===== config.mk =====
export PLATFORM = sky130hd
export DESIGN_NAME = sac_top
export DESIGN_NICKNAME = d
export VERILOG_FILES = /design/src/sac_pkg.sv /design/src/sac_top.sv
export SDC_FILE = /design/constraint.sdc
export NUM_CORES = 1
export LEC_CHECK = 0
export BUFFER_PORTS_ARGS = -buffer_cell sky130_fd_sc_hd__buf_2
export CAP_MARGIN = 20
export CELL_PAD_IN_SITES_DETAIL_PLACEMENT = 2
export CELL_PAD_IN_SITES_GLOBAL_PLACEMENT = 2
export CORE_ASPECT_RATIO = 1.5
export CORE_MARGIN = 2
export CORE_UTILIZATION = 33
export CTS_CLUSTER_DIAMETER = 40
export DETAILED_ROUTE_END_ITERATION = 12
export GPL_TIMING_DRIVEN = 0
export PLACE_DENSITY = 0.88
export SLEW_MARGIN = 0
export SYNTH_ARGS = -nofsm -noshare
export SYNTH_HDL_FRONTEND = slang
export SYNTH_SLANG_ARGS = --single-unit

===== constraint.sdc =====
create_clock -name core_clk_i -period 3.2 [get_ports core_clk_i]
set_input_delay 0.16 -clock core_clk_i [delete_from_list [all_inputs] [get_ports core_clk_i]]
set_output_delay 0.16 -clock core_clk_i [all_outputs]
set_load 0.01 [all_outputs]

===== src/sac_pkg.sv =====
// package for the sar converter control block
`default_nettype none
package sac_pkg;
  // printed register offsets (not all word aligned, so used as indices)
  localparam logic [31:0] OFF_BASE = 32'h4000_1058;
  localparam logic [31:0] OFF_CHAN = 32'h4000_1058;
  localparam logic [31:0] OFF_CFG = 32'h4000_1059;
  localparam logic [31:0] OFF_CONV = 32'h4000_105A;
  localparam logic [31:0] OFF_TEMP = 32'h4000_105B;
  localparam logic [31:0] OFF_DATA = 32'h4000_105C;
  localparam logic [31:0] OFF_FLAG = 32'h4000_105E;
  // word index on the bus: byte address is four times the index
  localparam logic [2:0] IDX_CHAN = 3'(OFF_CHAN - OFF_BASE);
  localparam logic [2:0] IDX_CFG = 3'(OFF_CFG - OFF_BASE);
  localparam logic [2:0] IDX_CONV = 3'(OFF_CONV - OFF_BASE);
  localparam logic [2:0] IDX_TEMP = 3'(OFF_TEMP - OFF_BASE);
  localparam logic [2:0] IDX_DATA = 3'(OFF_DATA - OFF_BASE);
  localparam logic [2:0] IDX_FLAG = 3'(OFF_FLAG - OFF_BASE);
  // reset values
  localparam logic [3:0] RST_CHAN = 4'hF;
  localparam logic [7:0] RST_CFG = 8'hA0;
  localparam logic [7:0] RST_TEMP = 8'h04;
  // field positions
  localparam int CFG_DIV = 6;
  localparam int CFG_GAIN = 4;
  localparam int CFG_OFS = 3;
  localparam int CFG_DIFF = 2;
  localparam int CFG_BUF = 1;
  localparam int CFG_PWR = 0;
  localparam int CONV_DONE = 7;
  localparam int CONV_CHG = 5;
  localparam int CONV_BUSY = 4;
  localparam int CONV_TPWR = 3;
  localparam int CONV_START = 0;
  localparam int TEMP_PWR = 7;
  localparam int FLAG_EOC = 7;
  // clock divisors per divider select code
  localparam logic [3:0] DIV_00 = 4'hA;
  localparam logic [3:0] DIV_01 = 4'hC;
  localparam logic [3:0] DIV_10 = 4'h6;
  localparam logic [3:0] DIV_11 = 4'h8;
  // conversion timing in converter clocks
  localparam logic [4:0] SAMPLE_CLKS = 5'h04;
  localparam logic [4:0] CONVERT_CLKS = 5'h0C;
  // channel codes
  localparam logic [3:0] CH_LAST_EXT = 4'hD;
  localparam logic [3:0] CH_VBAT = 4'hE;
  localparam logic [3:0] CH_TEMP = 4'hF;
  localparam logic [3:0] CH_OFS_TEST = 4'h1;
  localparam logic [3:0] DIFF_NEG_CH0 = 4'h2;
  localparam logic [3:0] DIFF_NEG_CH1 = 4'h3;
  // sequencer states, one-hot
  typedef enum logic [3:0] {
    ST_IDLE = 4'b0001,
    ST_SAMPLE = 4'b0010,
    ST_CONVERT = 4'b0100,
    ST_GAP = 4'b1000
  } sac_state_t;
endpackage
`default_nettype wire


===== src/sac_top.sv =====
// register front end and conversion sequencer of the sar converter
// What this block does
// channel codes pick pins, battery, temperature
// divider code selects core clock divide ratio
// one result per sixteen converter clocks
// gain field drives amplifier gain select
// offset test on channel 1 inverts all twelve result bits
// config bit selects differential input
// config bit enables input buffer
// config bit zero powers converter
// done status synchronised, one when finished
// charge status bit mirrors capacitor charging
// busy status bit mirrors touch sequence
// writable bit powers touch module
// start bit begins conversion, self clears
// temperature control bit powers sensor
// software leaves sensor trim at reset
// data register holds latest twelve bits
// end sets flag, control write clears
// four sample, twelve convert, one gap
// differential pairs channel 0/2, 1/3
// start without power clears, no flag
`default_nettype none
module sac_top (
  input wire logic core_clk_i,
  input wire logic rst_i,
  input wire logic hsel_i,
  input wire logic [31:0] haddr_i,
  input wire logic [1:0] htrans_i,
  input wire logic hwrite_i,
  input wire logic [2:0] hsize_i,
  input wire logic [31:0] hwdata_i,
  input wire logic hready_i,
  output logic [31:0] hrdata_o,
  output logic hreadyout_o,
  output logic hresp_o,
  input wire logic adc_eoc_async_i,
  input wire logic [11:0] adc_result_i,
  input wire logic touch_charge_i,
  input wire logic touch_busy_i,
  output logic adc_clk_o,
  output logic adc_sample_o,
  output logic [3:0] adc_pos_sel_o,
  output logic [3:0] adc_neg_sel_o,
  output logic vbat_sel_o,
  output logic temp_sel_o,
  output logic [1:0] adc_gain_o,
  output logic adc_diff_o,
  output logic adc_buf_o,
  output logic adc_power_o,
  output logic touch_power_o,
  output logic temp_power_o,
  output logic [2:0] temp_trim_o
);
  import sac_pkg::*;

  // divisor for a divider select code
  function automatic logic [3:0] div_of(input logic [1:0] sel);
    case (sel)
      2'b00: div_of = DIV_00;
      2'b01: div_of = DIV_01;
      2'b10: div_of = DIV_10;
      default: div_of = DIV_11;
    endcase
  endfunction

  // bus front end state
  logic wr_pend_reg, wr_pend_next; // write data phase due
  logic [2:0] wr_idx_reg, wr_idx_next; // index of pending write
  logic [31:0] rdata_reg, rdata_next;
  logic ready_reg;
  // software visible registers
  logic [3:0] chan_reg, chan_next;
  logic [7:0] cfg_reg, cfg_next;
  logic tpwr_reg, tpwr_next; // touch power
  logic start_reg, start_next;
  logic [7:0] temp_reg, temp_next;
  logic [11:0] result_reg, result_next;
  logic [3:0] data_rsv_reg, data_rsv_next; // writable spare bits
  logic flag_reg, flag_next;
  logic [6:0] flag_rsv_reg, flag_rsv_next;
  // sequencer
  sac_state_t state_reg, state_next;
  logic [3:0] div_cnt_reg, div_cnt_next;
  logic aclk_reg, aclk_next;
  logic [4:0] cnt_reg, cnt_next;
  logic tick; // one core cycle per converter clock
  logic end_evt; // conversion finished this cycle
  logic abort_evt; // start dropped without result
  // three-stage synchronisers: eoc, charge, busy
  logic [2:0] s1_reg, s2_reg, s3_reg, filt_reg, filt_next;
  // decoded strobes
  logic addr_ok, wr_conv, wr_cfg;
  // analog-facing flops
  logic [3:0] pos_next, neg_next;
  logic vbat_next, temps_next;
  logic [3:0] pos_reg, neg_reg;
  logic vbat_reg, temps_reg, samp_reg;

  // bus: address phase taken when hsel, an active htrans and hready are all high
  always_comb begin
    addr_ok = hsel_i && htrans_i[1] && hready_i;
    wr_pend_next = addr_ok && hwrite_i;
    wr_idx_next = haddr_i[4:2];
    rdata_next = 32'h0000_0000; // unmapped reads as zero
    if (addr_ok && !hwrite_i) begin
      case (haddr_i[4:2])
        IDX_CHAN: rdata_next[3:0] = chan_reg;
        IDX_CFG: rdata_next[7:0] = cfg_reg;
        IDX_CONV: begin
          rdata_next[CONV_DONE] = filt_reg[0];
          rdata_next[CONV_CHG] = filt_reg[1];
          rdata_next[CONV_BUSY] = filt_reg[2];
          rdata_next[CONV_TPWR] = tpwr_reg;
          rdata_next[CONV_START] = start_reg;
        end
        IDX_TEMP: rdata_next[7:0] = temp_reg;
        IDX_DATA: rdata_next[15:0] = {data_rsv_reg, result_reg};
        IDX_FLAG: rdata_next[7:0] = {flag_reg, flag_rsv_reg};
        default: rdata_next = 32'h0000_0000;
      endcase
    end
  end

  // bus: zero wait states, always okay
  always_ff @(posedge core_clk_i or posedge rst_i) begin
    if (rst_i) begin
      wr_pend_reg <= 1'b0;
      wr_idx_reg <= 3'h0;
      rdata_reg <= 32'h0000_0000;
      ready_reg <= 1'b0;
    end else begin
      wr_pend_reg <= wr_pend_next;
      wr_idx_reg <= wr_idx_next;
      rdata_reg <= rdata_next;
      ready_reg <= 1'b1;
    end
  end

  // synchronisers: a change counts once stages two and three agree
  always_comb begin
    for (int i = 0; i < 3; i++) begin
      filt_next[i] = (s2_reg[i] == s3_reg[i]) ? s3_reg[i] : filt_reg[i];
    end
  end

  always_ff @(posedge core_clk_i or posedge rst_i) begin
    if (rst_i) begin
      s1_reg <= 3'h0;
      s2_reg <= 3'h0;
      s3_reg <= 3'h0;
      filt_reg <= 3'h0;
    end else begin
      s1_reg <= {touch_busy_i, touch_charge_i, adc_eoc_async_i};
      s2_reg <= s1_reg;
      s3_reg <= s2_reg;
      filt_reg <= filt_next;
    end
  end

  // converter clock divider, free running off the core clock
  always_comb begin
    tick = div_cnt_reg >= div_of(cfg_reg[CFG_DIV+:2]) - 4'h1;
    div_cnt_next = tick ? 4'h0 : div_cnt_reg + 4'h1;
    // high for the first half of each period
    aclk_next = div_cnt_next < (div_of(cfg_reg[CFG_DIV+:2]) >> 1);
  end

  // sequencer and register writes share one next-state process,
  // since the start bit and flag have both hardware and software writers
  always_comb begin
    wr_conv = wr_pend_reg && wr_idx_reg == IDX_CONV;
    wr_cfg = wr_pend_reg && wr_idx_reg == IDX_CFG;
    state_next = state_reg;
    cnt_next = cnt_reg;
    end_evt = 1'b0;
    abort_evt = 1'b0;
    chan_next = chan_reg;
    cfg_next = cfg_reg;
    tpwr_next = tpwr_reg;
    start_next = start_reg;
    temp_next = temp_reg;
    result_next = result_reg;
    data_rsv_next = data_rsv_reg;
    flag_next = flag_reg;
    flag_rsv_next = flag_rsv_reg;
    case (state_reg)
      ST_IDLE: begin
        if (start_reg && !cfg_reg[CFG_PWR]) begin
          start_next = 1'b0;
          abort_evt = 1'b1;
        end else if (start_reg && tick) begin
          state_next = ST_SAMPLE;
          cnt_next = 5'h00;
        end
      end
      ST_SAMPLE: begin
        if (tick) begin
          cnt_next = cnt_reg + 5'h01;
          if (cnt_reg == SAMPLE_CLKS - 5'h01) begin
            state_next = ST_CONVERT;
            cnt_next = 5'h00;
          end
        end
      end
      ST_CONVERT: begin
        if (tick) begin
          cnt_next = cnt_reg + 5'h01;
          if (cnt_reg == CONVERT_CLKS - 5'h01) begin
            end_evt = 1'b1;
            state_next = ST_GAP;
            start_next = 1'b0;
            flag_next = 1'b1;
            // test mode only on the one channel that supports it
            if (cfg_reg[CFG_OFS] && chan_reg == CH_OFS_TEST) begin
              result_next = ~adc_result_i;
            end else begin
              result_next = adc_result_i;
            end
          end
        end
      end
      ST_GAP: begin
        // one idle interval keeps back-to-back runs apart
        if (tick) begin
          state_next = ST_IDLE;
        end
      end
      default: state_next = ST_IDLE;
    endcase
    // power loss or a software stop cancels a running conversion
    if ((state_reg == ST_SAMPLE || state_reg == ST_CONVERT) &&
        (!cfg_reg[CFG_PWR] || !start_reg)) begin
      state_next = ST_IDLE;
      start_next = 1'b0;
      abort_evt = 1'b1;
    end
    if (wr_pend_reg) begin
      case (wr_idx_reg)
        IDX_CHAN: chan_next = hwdata_i[3:0];
        IDX_CFG: cfg_next = hwdata_i[7:0];
        IDX_CONV: begin
          tpwr_next = hwdata_i[CONV_TPWR];
          start_next = hwdata_i[CONV_START];
          flag_next = end_evt;
        end
        IDX_TEMP: temp_next = hwdata_i[7:0];
        IDX_DATA: data_rsv_next = hwdata_i[15:12];
        IDX_FLAG: flag_rsv_next = hwdata_i[6:0];
        default: chan_next = chan_reg;
      endcase
    end
  end

  always_ff @(posedge core_clk_i or posedge rst_i) begin
    if (rst_i) begin
      state_reg <= ST_IDLE;
      cnt_reg <= 5'h00;
      div_cnt_reg <= 4'h0;
      aclk_reg <= 1'b0;
      chan_reg <= RST_CHAN;
      cfg_reg <= RST_CFG;
      tpwr_reg <= 1'b0;
      start_reg <= 1'b0;
      temp_reg <= RST_TEMP;
      result_reg <= 12'h000;
      data_rsv_reg <= 4'h0;
      flag_reg <= 1'b0;
      flag_rsv_reg <= 7'h00;
    end else begin
      state_reg <= state_next;
      cnt_reg <= cnt_next;
      div_cnt_reg <= div_cnt_next;
      aclk_reg <= aclk_next;
      chan_reg <= chan_next;
      cfg_reg <= cfg_next;
      tpwr_reg <= tpwr_next;
      start_reg <= start_next;
      temp_reg <= temp_next;
      result_reg <= result_next;
      data_rsv_reg <= data_rsv_next;
      flag_reg <= flag_next;
      flag_rsv_reg <= flag_rsv_next;
    end
  end

  // input routing toward the analog mux
  always_comb begin
    pos_next = chan_reg;
    vbat_next = chan_reg == CH_VBAT;
    temps_next = chan_reg == CH_TEMP;
    neg_next = 4'h0;
    if (cfg_reg[CFG_DIFF]) begin
      // only channels 0 and 1 have a negative partner
      if (chan_reg == 4'h0) begin
        neg_next = DIFF_NEG_CH0;
      end else if (chan_reg == 4'h1) begin
        neg_next = DIFF_NEG_CH1;
      end
    end
    if (chan_reg > CH_LAST_EXT) begin
      pos_next = 4'h0; // internal source, no pin
    end
  end

  always_ff @(posedge core_clk_i or posedge rst_i) begin
    if (rst_i) begin
      pos_reg <= 4'h0;
      neg_reg <= 4'h0;
      vbat_reg <= 1'b0;
      temps_reg <= 1'b0;
      samp_reg <= 1'b0;
    end else begin
      pos_reg <= pos_next;
      neg_reg <= neg_next;
      vbat_reg <= vbat_next;
      temps_reg <= temps_next;
      samp_reg <= state_next == ST_SAMPLE;
    end
  end

  assign hrdata_o = rdata_reg;
  assign hreadyout_o = ready_reg;
  assign hresp_o = 1'b0;
  assign adc_clk_o = aclk_reg;
  assign adc_sample_o = samp_reg;
  assign adc_pos_sel_o = pos_reg;
  assign adc_neg_sel_o = neg_reg;
  assign vbat_sel_o = vbat_reg;
  assign temp_sel_o = temps_reg;
  assign adc_gain_o = cfg_reg[CFG_GAIN+:2];
  assign adc_diff_o = cfg_reg[CFG_DIFF];
  assign adc_buf_o = cfg_reg[CFG_BUF];
  assign adc_power_o = cfg_reg[CFG_PWR];
  assign touch_power_o = tpwr_reg;
  assign temp_power_o = temp_reg[TEMP_PWR];
  assign temp_trim_o = temp_reg[2:0];

  // helper: converter clocks spent since leaving idle
  logic [4:0] run_ticks_reg;
  always_ff @(posedge core_clk_i or posedge rst_i) begin
    if (rst_i) begin
      run_ticks_reg <= 5'h00;
    end else if (state_reg == ST_IDLE) begin
      run_ticks_reg <= 5'h00;
    end else if (tick && state_reg != ST_GAP) begin
      run_ticks_reg <= run_ticks_reg + 5'h01;
    end
  end
endmodule
`default_nettype wire


* Word-level counts from Yosys, hierarchy flattened
Cells that the tools add are included. W data, S select, Z words.
Storage, ports and cells: flip-flop bits (word level) 120, bits of input ports 89, output and inout port bits 56, word-level logic and storage cells 135
Operators by class: add/subtract/negate cells 3, magnitude comparators 3, equal/unequal tests 29, mux-type cells 45, bitwise logic cells 1, reductions and logical operators 26
Operators by type and width (count):
- $mux W4 | 10
- $mux W5 | 5
- $pmux W2 S5 | 2
- $mux W16 | 1
- $pmux W4 S4 | 1
- $pmux W5 S3 | 1
- $mux W1 | 14
- $eq A3 B2 Y1 const B | 4
- $eq A3 B3 Y1 const B | 4
- $eq A4 B4 Y1 const B | 3
- $mux W12 | 1
- $not A12 Y12 | 1
- $pmux W1 S6 | 2
- $pmux W4 S3 | 1
- $reduce_and A2 Y1 | 6
- $eq A4 B1 Y1 const B | 2
- $eq A4 B2 Y1 const B | 2
- $logic_and A1 B1 Y1 | 8
- $mux W8 | 1
- $ne A2 B2 Y1 const B | 4
- $eq A3 B1 Y1 const B | 2
- $logic_not A3 Y1 | 2
- $mux W2 | 3
- $add A5 B1 Y5 const B | 1
- 21 further kinds | 26

* Depth between registers and ports, before layout
Gate-level depths: netlist of run 1.
depth in word-level cells 10, gate-level depth with buffers 12, mapped depth without buffers 12

* Worst setup path after synthesis of run 1
No wires, ideal clock.
path type register to register, start point reg cfg_reg[7], end point reg aclk_reg (netlist: adc_clk_o), setup time 94 ps, arrival 2568 ps, required time 3106 ps, slack 538 ps, stages on the path, launching flop included 13, buffers on the path 1, period minus slack after synthesis 2662 ps, cell sequence dfstp_2 > inv_1 > ha_1 > o21bai_1 > xnor2_1 > ha_1 > nand2_1 > o21ai_2 > clkbuf_1 > nor2_1 > ha_1 > o21a_1 > a211oi_1
Between the ends: longest elaborated chain between the ends 6, elaborated cells on any way between the ends 8, classes of those cells add/sub (1); order compare (2); eq/ne (2); mux (2); reduce/logical (1)
Ends and longest elaborated chain:
- start: declaration | line sac_top.sv:74 | logic [7:0] cfg_reg, cfg_next;
- start signal: assignment | line sac_top.sv:276 | cfg_reg <= cfg_next;
- $eq A2 B2 Y1, or another cell as far along | line sac_top.sv:59 | case (sel)
- $pmux W4 S3 * | line sac_top.sv:59
- $sub A4 B1 Y4 * | line sac_top.sv:163 | tick = div_cnt_reg >= div_of(cfg_reg[CFG_DIV+:2]) - 4'h1;
- $ge A4 B4 Y1 * | line sac_top.sv:163
- $mux W4 * | line sac_top.sv:164 | div_cnt_next = tick ? 4'h0 : div_cnt_reg + 4'h1;
- via div_cnt_next[2] | line sac_top.sv:84 | logic [3:0] div_cnt_reg, div_cnt_next;
- $lt A4 B3 Y1 * | line sac_top.sv:166 | aclk_next = div_cnt_next < (div_of(cfg_reg[CFG_DIV+:2]) >> 1);
- via aclk_next | line sac_top.sv:85 | logic aclk_reg, aclk_next;
- end signal: assignment | line sac_top.sv:274 | aclk_reg <= aclk_next;
- end: declaration | line sac_top.sv:85
Mark *: on every way through the listed nets, which the timed path passes. The rest lies on a longest branch. A chain may end at the register's enable or synchronous reset.

* Worst setup path in the final report of run 1
Same ends and word-level chain as after synthesis.

==> run metrics, run 1 <==
status complete, no violations; number of max-cap violations 0; final antenna-violating net count 0; starting density of the core 0.336; most common flop cell mapped by yosys dfrtp_1; IR drop worst, VDD 0.000250 V; critical path fanouts, max 10; Mean Syn Cell Area 12.5 µm²; dpl cells 629; most frequent cells in the layout dfrtp_1, buf_2, mux2_2; die height 150 µm; most common cell after layout, fill and taps aside dfrtp_1; FP Rows 53; CP Class reg -> reg; Rel. slew slack 0.363; Tcrit/Tclk final 0.921; worst-skew pair later-pin latency 0.35 ns; die area 15,200 µm²; flop2flop setup slack 0.25 ns; Iter 0 DRT Violations 98; Detail Placement HPWL 9190 µm; Distinct cells, synth 58; PortBufs 72; sequential cell area fraction in the yosys report 0.548; worst path required time 3.44 ns; vias in the first global route 3,689; Detailed Route WL 12,500 µm; CP Launch Type register; DRC 0; RR Startpoint cfg_reg[7]$_DFFE_PP1P_; Layout area overhead 21.8%; Critical Path Most Common Cell ha_1; fin crit period 2.95 ns; setup violators final 0; worst-path cell chain inv_1 > ha_1 > o21bai_1 > xnor2_1 > ha_1 > nand2_1 > o21ai_4 > clkbuf_4 > nor2_2 > ha_1 > o21a_1 > a211oi_1; Post-Syn Instances 373; FF+latch count, synth 102; Leak 0.00282 µW; clock sink total 102; core area 13,900 µm²; gr usage total 0.173; total vias in the final route 3,242; Crit. Startpoint cfg_reg[7]$_DFFE_PP1P_; drt wl/cell 19.1 µm; CTS tree yes; slack of the critical path 0.251 ns; final design utilization 0.409; die width 101 µm; Hold WC Path Type in -> reg; clock-pin transition on the worst setup and hold timing paths 0.07 ns; r2r endpoint adc_clk_o$_DFF_PP0_; IO Count 145; H-tree depth 3; Slowest-stage cell, CP dfstp_2; final clock skew 0.00968 ns; CP arrival 3.19 ns; antenna cells 0; final net count 582; fraction of registers with async set/reset 1.00; final hold viol count 0; Worst-Margin Slew 0.949 ns; pwr dens 574 nW/µm²; Finished Layout Cells 651; DP Worst Slack 0.0160 ns; Setup crit end adc_clk_o$_DFF_PP0_; Worst setup EP type register; peak per-stage delay on the critical path 0.57 ns; clk root buf clkbuf_16; Worst Reg2Reg Path Length in Cells 12; initial antenna violation count 1; vias per cell 4.98; Yosys warnings 0; post-route total power 3270 µW; EDFF count, synth 0; WHS 0.0218 ns; max-slew violation count 0; mapped cell area 4670 µm²; global route overflow 0; hold depth 1; FMAX 339 MHz; global-route wire length before repair 19,900 µm; DR pass1 iterations 4; routability cong. 0.820; CTS Buf Count 9; max reg flops 16; largest net degree at the start of global routing 73; layout cells sized above 1 0.387; FILL cells 1,445; Longest Clk Path Bufs 2
[cell type report]
class / instances / area (µm²) / share of cell area
sequential: 102 / 2560 / 0.450
multi-input combinational: 243 / 1910 / 0.336
timing repair buffer: 79 / 448 / 0.0786
buffer: 36 / 249 / 0.0437
clock buffer: 10 / 229 / 0.0402
tap: 165 / 206 / 0.0362
clock inverter: 6 / 46.3 / 0.00813
inverter: 10 / 40.0 / 0.00703
[cells in the mapped netlist, types with 2 or more instances]
master,n,area share
o21a_1,2,0.0032
nand2b_1,5,0.0067
a21oi_1,9,0.0096
o21ai_0,8,0.0086
nor2_1,21,0.017
xnor2_1,3,0.0056
and2_1,11,0.015
mux4_2,2,0.0096
nand4b_1,2,0.0037
inv_1,10,0.0080
a21boi_0,3,0.0048
clkbuf_1,5,0.0040
buf_4,26,0.042
nor2b_1,4,0.0054
dfstp_2,8,0.045
o22a_1,5,0.0094
mux2i_1,10,0.021
o21ai_2,2,0.0037
a22oi_1,5,0.0080
conb_1,2,0.0016
xor2_1,14,0.026
ha_1,12,0.032
and3_1,5,0.0067
dfrtp_1,94,0.50
mux2_2,46,0.11
nand2_1,8,0.0064
maj3_1,3,0.0064
a31oi_1,5,0.0067
nor3_1,5,0.0054
buf_2,4,0.0043
nand3_1,7,0.0075
[per-stage QoR]
step,instance area [µm²],setup TNS [ns]
after floorplan,4740,0
after global placement,5310,-71.74
after detailed placement,5340,0
after CTS,5680,0
after global routing,5700,-0.00300
final,5700,0
[critical path: cells and delay by family, from the launching register on]
kind	cells	cell delay, ns
DFF	1	0.57
buffers and inverters	2	0.34
xor gates and xnor gates	1	0.11
and+or+nand+nor	2	0.18
AOI/OAI and AO/OA	4	0.84
adders and majority gates	3	0.80
[power breakdown]
group	total [µW]	switching, µW	internal (µW)
combinational	709	396	313
clock	1040	506	534
sequential	1520	100	1420
total	3270	1000	2270
[cell families after synthesis]
kind of cell | after synthesis | synth area share
AOI/OAI and AO/OA | 50 | 0.0741
xor gates and xnor gates | 17 | 0.0319
adders and majority gates | 15 | 0.0385
buffers and inverters | 46 | 0.0605
DFF | 102 | 0.548
muxes | 58 | 0.142
other | 2 | 0.00161
and+or+nand+nor | 83 | 0.103
[layer usage]
layer | track usage | vias to the layer above | wire length [µm]
li1 | - | 1480 | -
met4 | 0.0561 | 2 | 265
met5 | 0 | - | 7
met3 | 0.0425 | 27 | 555
met1 | 0.186 | 1653 | 4540
met2 | 0.326 | 80 | 7080
[worst min path at each step]
stage / start / to / slack (ns)
after CTS: haddr_i[3] / wr_idx_reg[1]$_DFF_PP0_ / 0.01
after floorplan: adc_eoc_async_i / s1_reg[0]$_DFF_PP0_ / 0.19
after global placement: adc_eoc_async_i / s1_reg[0]$_DFF_PP0_ / 0.27
after global routing: haddr_i[3] / wr_idx_reg[1]$_DFF_PP0_ / 0.01
after detailed placement: rst_i / hrdata_o[5]$_DFF_PP0_ / 0.20
final: haddr_i[3] / wr_idx_reg[1]$_DFF_PP0_ / 0.02
[timing repair]
item                                    CTS  global route
cloned                                    0             0
buffers inserted                          0             0
endpoints found under the setup margin    1             1
hold buffers                              6             0
endpoints found under the hold margin    32             0
resized for setup                         1             6
No activity file was read; power rests on OpenSTA's default activity.
==> inputs of run 2 (changes only) <==
CORE_UTILIZATION = 34   (was 33)
CTS_BUF_LIST = sky130_fd_sc_hd__clkbuf_8   (was not set)
PLACE_DENSITY = 0.9   (was 0.88)
==> run metrics, run 2 (synthesis results as in run 1) <==
clock-pin transition on the worst setup and hold timing paths 0.09 ns; post-route total power 2980 µW; gr usage total 0.184; Longest Clk Path Bufs 2; Rel. slew slack 0.400; net switching power 948 µW; die area 14,700 µm²; layout cells sized above 1 0.384; Worst setup EP type register; sw frac 0.318; Detailed Route WL 12,700 µm; H-tree depth 3; Gate power share 0.239; post-route setup TNS 0 ns; starting density of the core 0.347; global route overflow 0; DRC 0; Detail Placement HPWL 9380 µm; largest net degree at the start of global routing 76; worst-skew pair later-pin latency 0.38 ns; FILL cells 1,407; Hold WC Path Type in -> reg; antenna cells 0; CTS Buf Count 9; worst path required time 3.48 ns; Clock power frac 0.251; Leak 0.00279 µW; pwr dens 530 nW/µm²; Tcrit/Tclk final 0.912; DP Worst Slack 0.0238 ns; CP Launch Type register; CP Class reg -> reg; Iter 0 DRT Violations 109; setup violators final 0; slack of the critical path 0.283 ns; global-route wire length before repair 20,500 µm; initial antenna violation count 0; Worst-Margin Slew 0.888 ns; PortBufs 72; IO Count 145; Seq pwr share 0.510; clock sink total 102; CTS tree yes; max reg flops 16; most common cell after layout, fill and taps aside dfrtp_1; FP Rows 52; unrepaired setup endpoints after global routing false; Post-CTS Setup Repair Bufs 0; final clock skew 0.0108 ns; die width 99.7 µm; max-slew violation count 0; final hold viol count 0; routability cong. 0.823; status complete, no violations; core area 13,500 µm²; vias per cell 5.04; clk root buf clkbuf_8; number of max-cap violations 0; drt wl/cell 19.6 µm; total vias in the final route 3,282; internal power 2030 µW; FMAX 343 MHz; CP arrival 3.20 ns; fin crit period 2.92 ns; vias in the first global route 3,735; die height 148 µm; DR pass1 iterations 4; final net count 585; Reg area 2560 µm²; most frequent cells in the layout dfrtp_1, buf_2, mux2_2; Layout area overhead 20.3%; critical path fanouts, max 10; area of the multi-input gates 1920 µm²; IR drop worst, VDD 0.000195 V; final antenna-violating net count 0
[run 2: cell count changes in the layout (fill, tap and decap cells not counted)]
cell	before	now
clkbuf_16	9	0
nor2_1	20	21
clkbuf_1	5	4
clkinv_2	1	2
o21bai_1	1	0
inv_6	2	1
dlygate4sd3_1	6	9
clkinv_4	1	0
inv_1	9	10
clkbuf_8	0	10
nor2_2	2	1
o21bai_2	0	1
[run 2: path summary, 6_finish.rpt]
| kind | slack (ns) | startpoint | to | cells after the start |
|---|---|---|---|---|
| max | 0.28 | cfg_reg[7]$_DFFE_PP1P_ | adc_clk_o$_DFF_PP0_ | 12 |
| min | 0.01 | hwdata_i[7] | cfg_reg[7]$_DFFE_PP1P_ | 3 |
| max reg2reg | 0.28 | cfg_reg[7]$_DFFE_PP1P_ | adc_clk_o$_DFF_PP0_ | 12 |
| min reg2reg | 0.36 | s1_reg[0]$_DFF_PP0_ | s2_reg[0]$_DFF_PP0_ | 0 |
| max in group asynchronous | 2.14 | rst_i | cfg_reg[7]$_DFFE_PP1P_ | 4 |
| min in group asynchronous | 0.32 | rst_i | hrdata_o[13]$_DFF_PP0_ | 3 |
[run 2: repair_timing]
action	in CTS	in global routing
endpoints found under the setup margin	1	1
endpoints found under the hold margin	34	0
hold buffers	9	0
gates resized for setup	1	6
[run 2: metrics by stage]
step	cell area, µm²	util	cells	hold slack, ns
detailed placement	5340	0.396	626	0.182
finish	5620	0.418	651	0.0109
floorplan	4740	-	391	0.191
CTS	5600	0.416	651	0.0000852
global route	5620	0.418	651	0.00780
global placement	5310	0.394	625	0.269
[run 2: worst max-delay path, stage by stage (launching register included)]
cell and delay (ns):
dfstp_2 0.58, inv_1 0.10, ha_1 0.22, o21bai_2 0.20, inv_1 0.08, ha_1 0.29
a21oi_2 0.26, o21ai_4 0.11, clkbuf_4 0.20, nor2_1 0.20, ha_1 0.26, o21a_1 0.11
a211oi_1 0.21
[run 2: metal layers]
metal | GRT usage | vias up | part of all wire
met5 | 0 | - | 0
met4 | 0.0623 | 0 | 0.022
met3 | 0.0322 | 22 | 0.032
met2 | 0.354 | 70 | 0.59
met1 | 0.197 | 1706 | 0.36
li1 | - | 1484 | -
[run 2: area by class of cell]
| type | instances | area share |
|---|---|---|
| clock inverter | 6 | 0.00668 |
| timing repair buffer | 82 | 0.0850 |
| buffer | 36 | 0.0443 |
| tap | 162 | 0.0360 |
| inverter | 10 | 0.00712 |
| sequential | 102 | 0.456 |
| multi-input combinational | 243 | 0.341 |
| clock buffer | 10 | 0.0245 |
[run 2: power by group through the flow]
stage,logic [µW],registers (µW),clock network [µW]
after floorplan,435,1520,0
after global placement,605,1520,0
after detailed placement,658,1540,0
after CTS,679,1520,776
after global routing,802,1540,829
final,713,1520,748
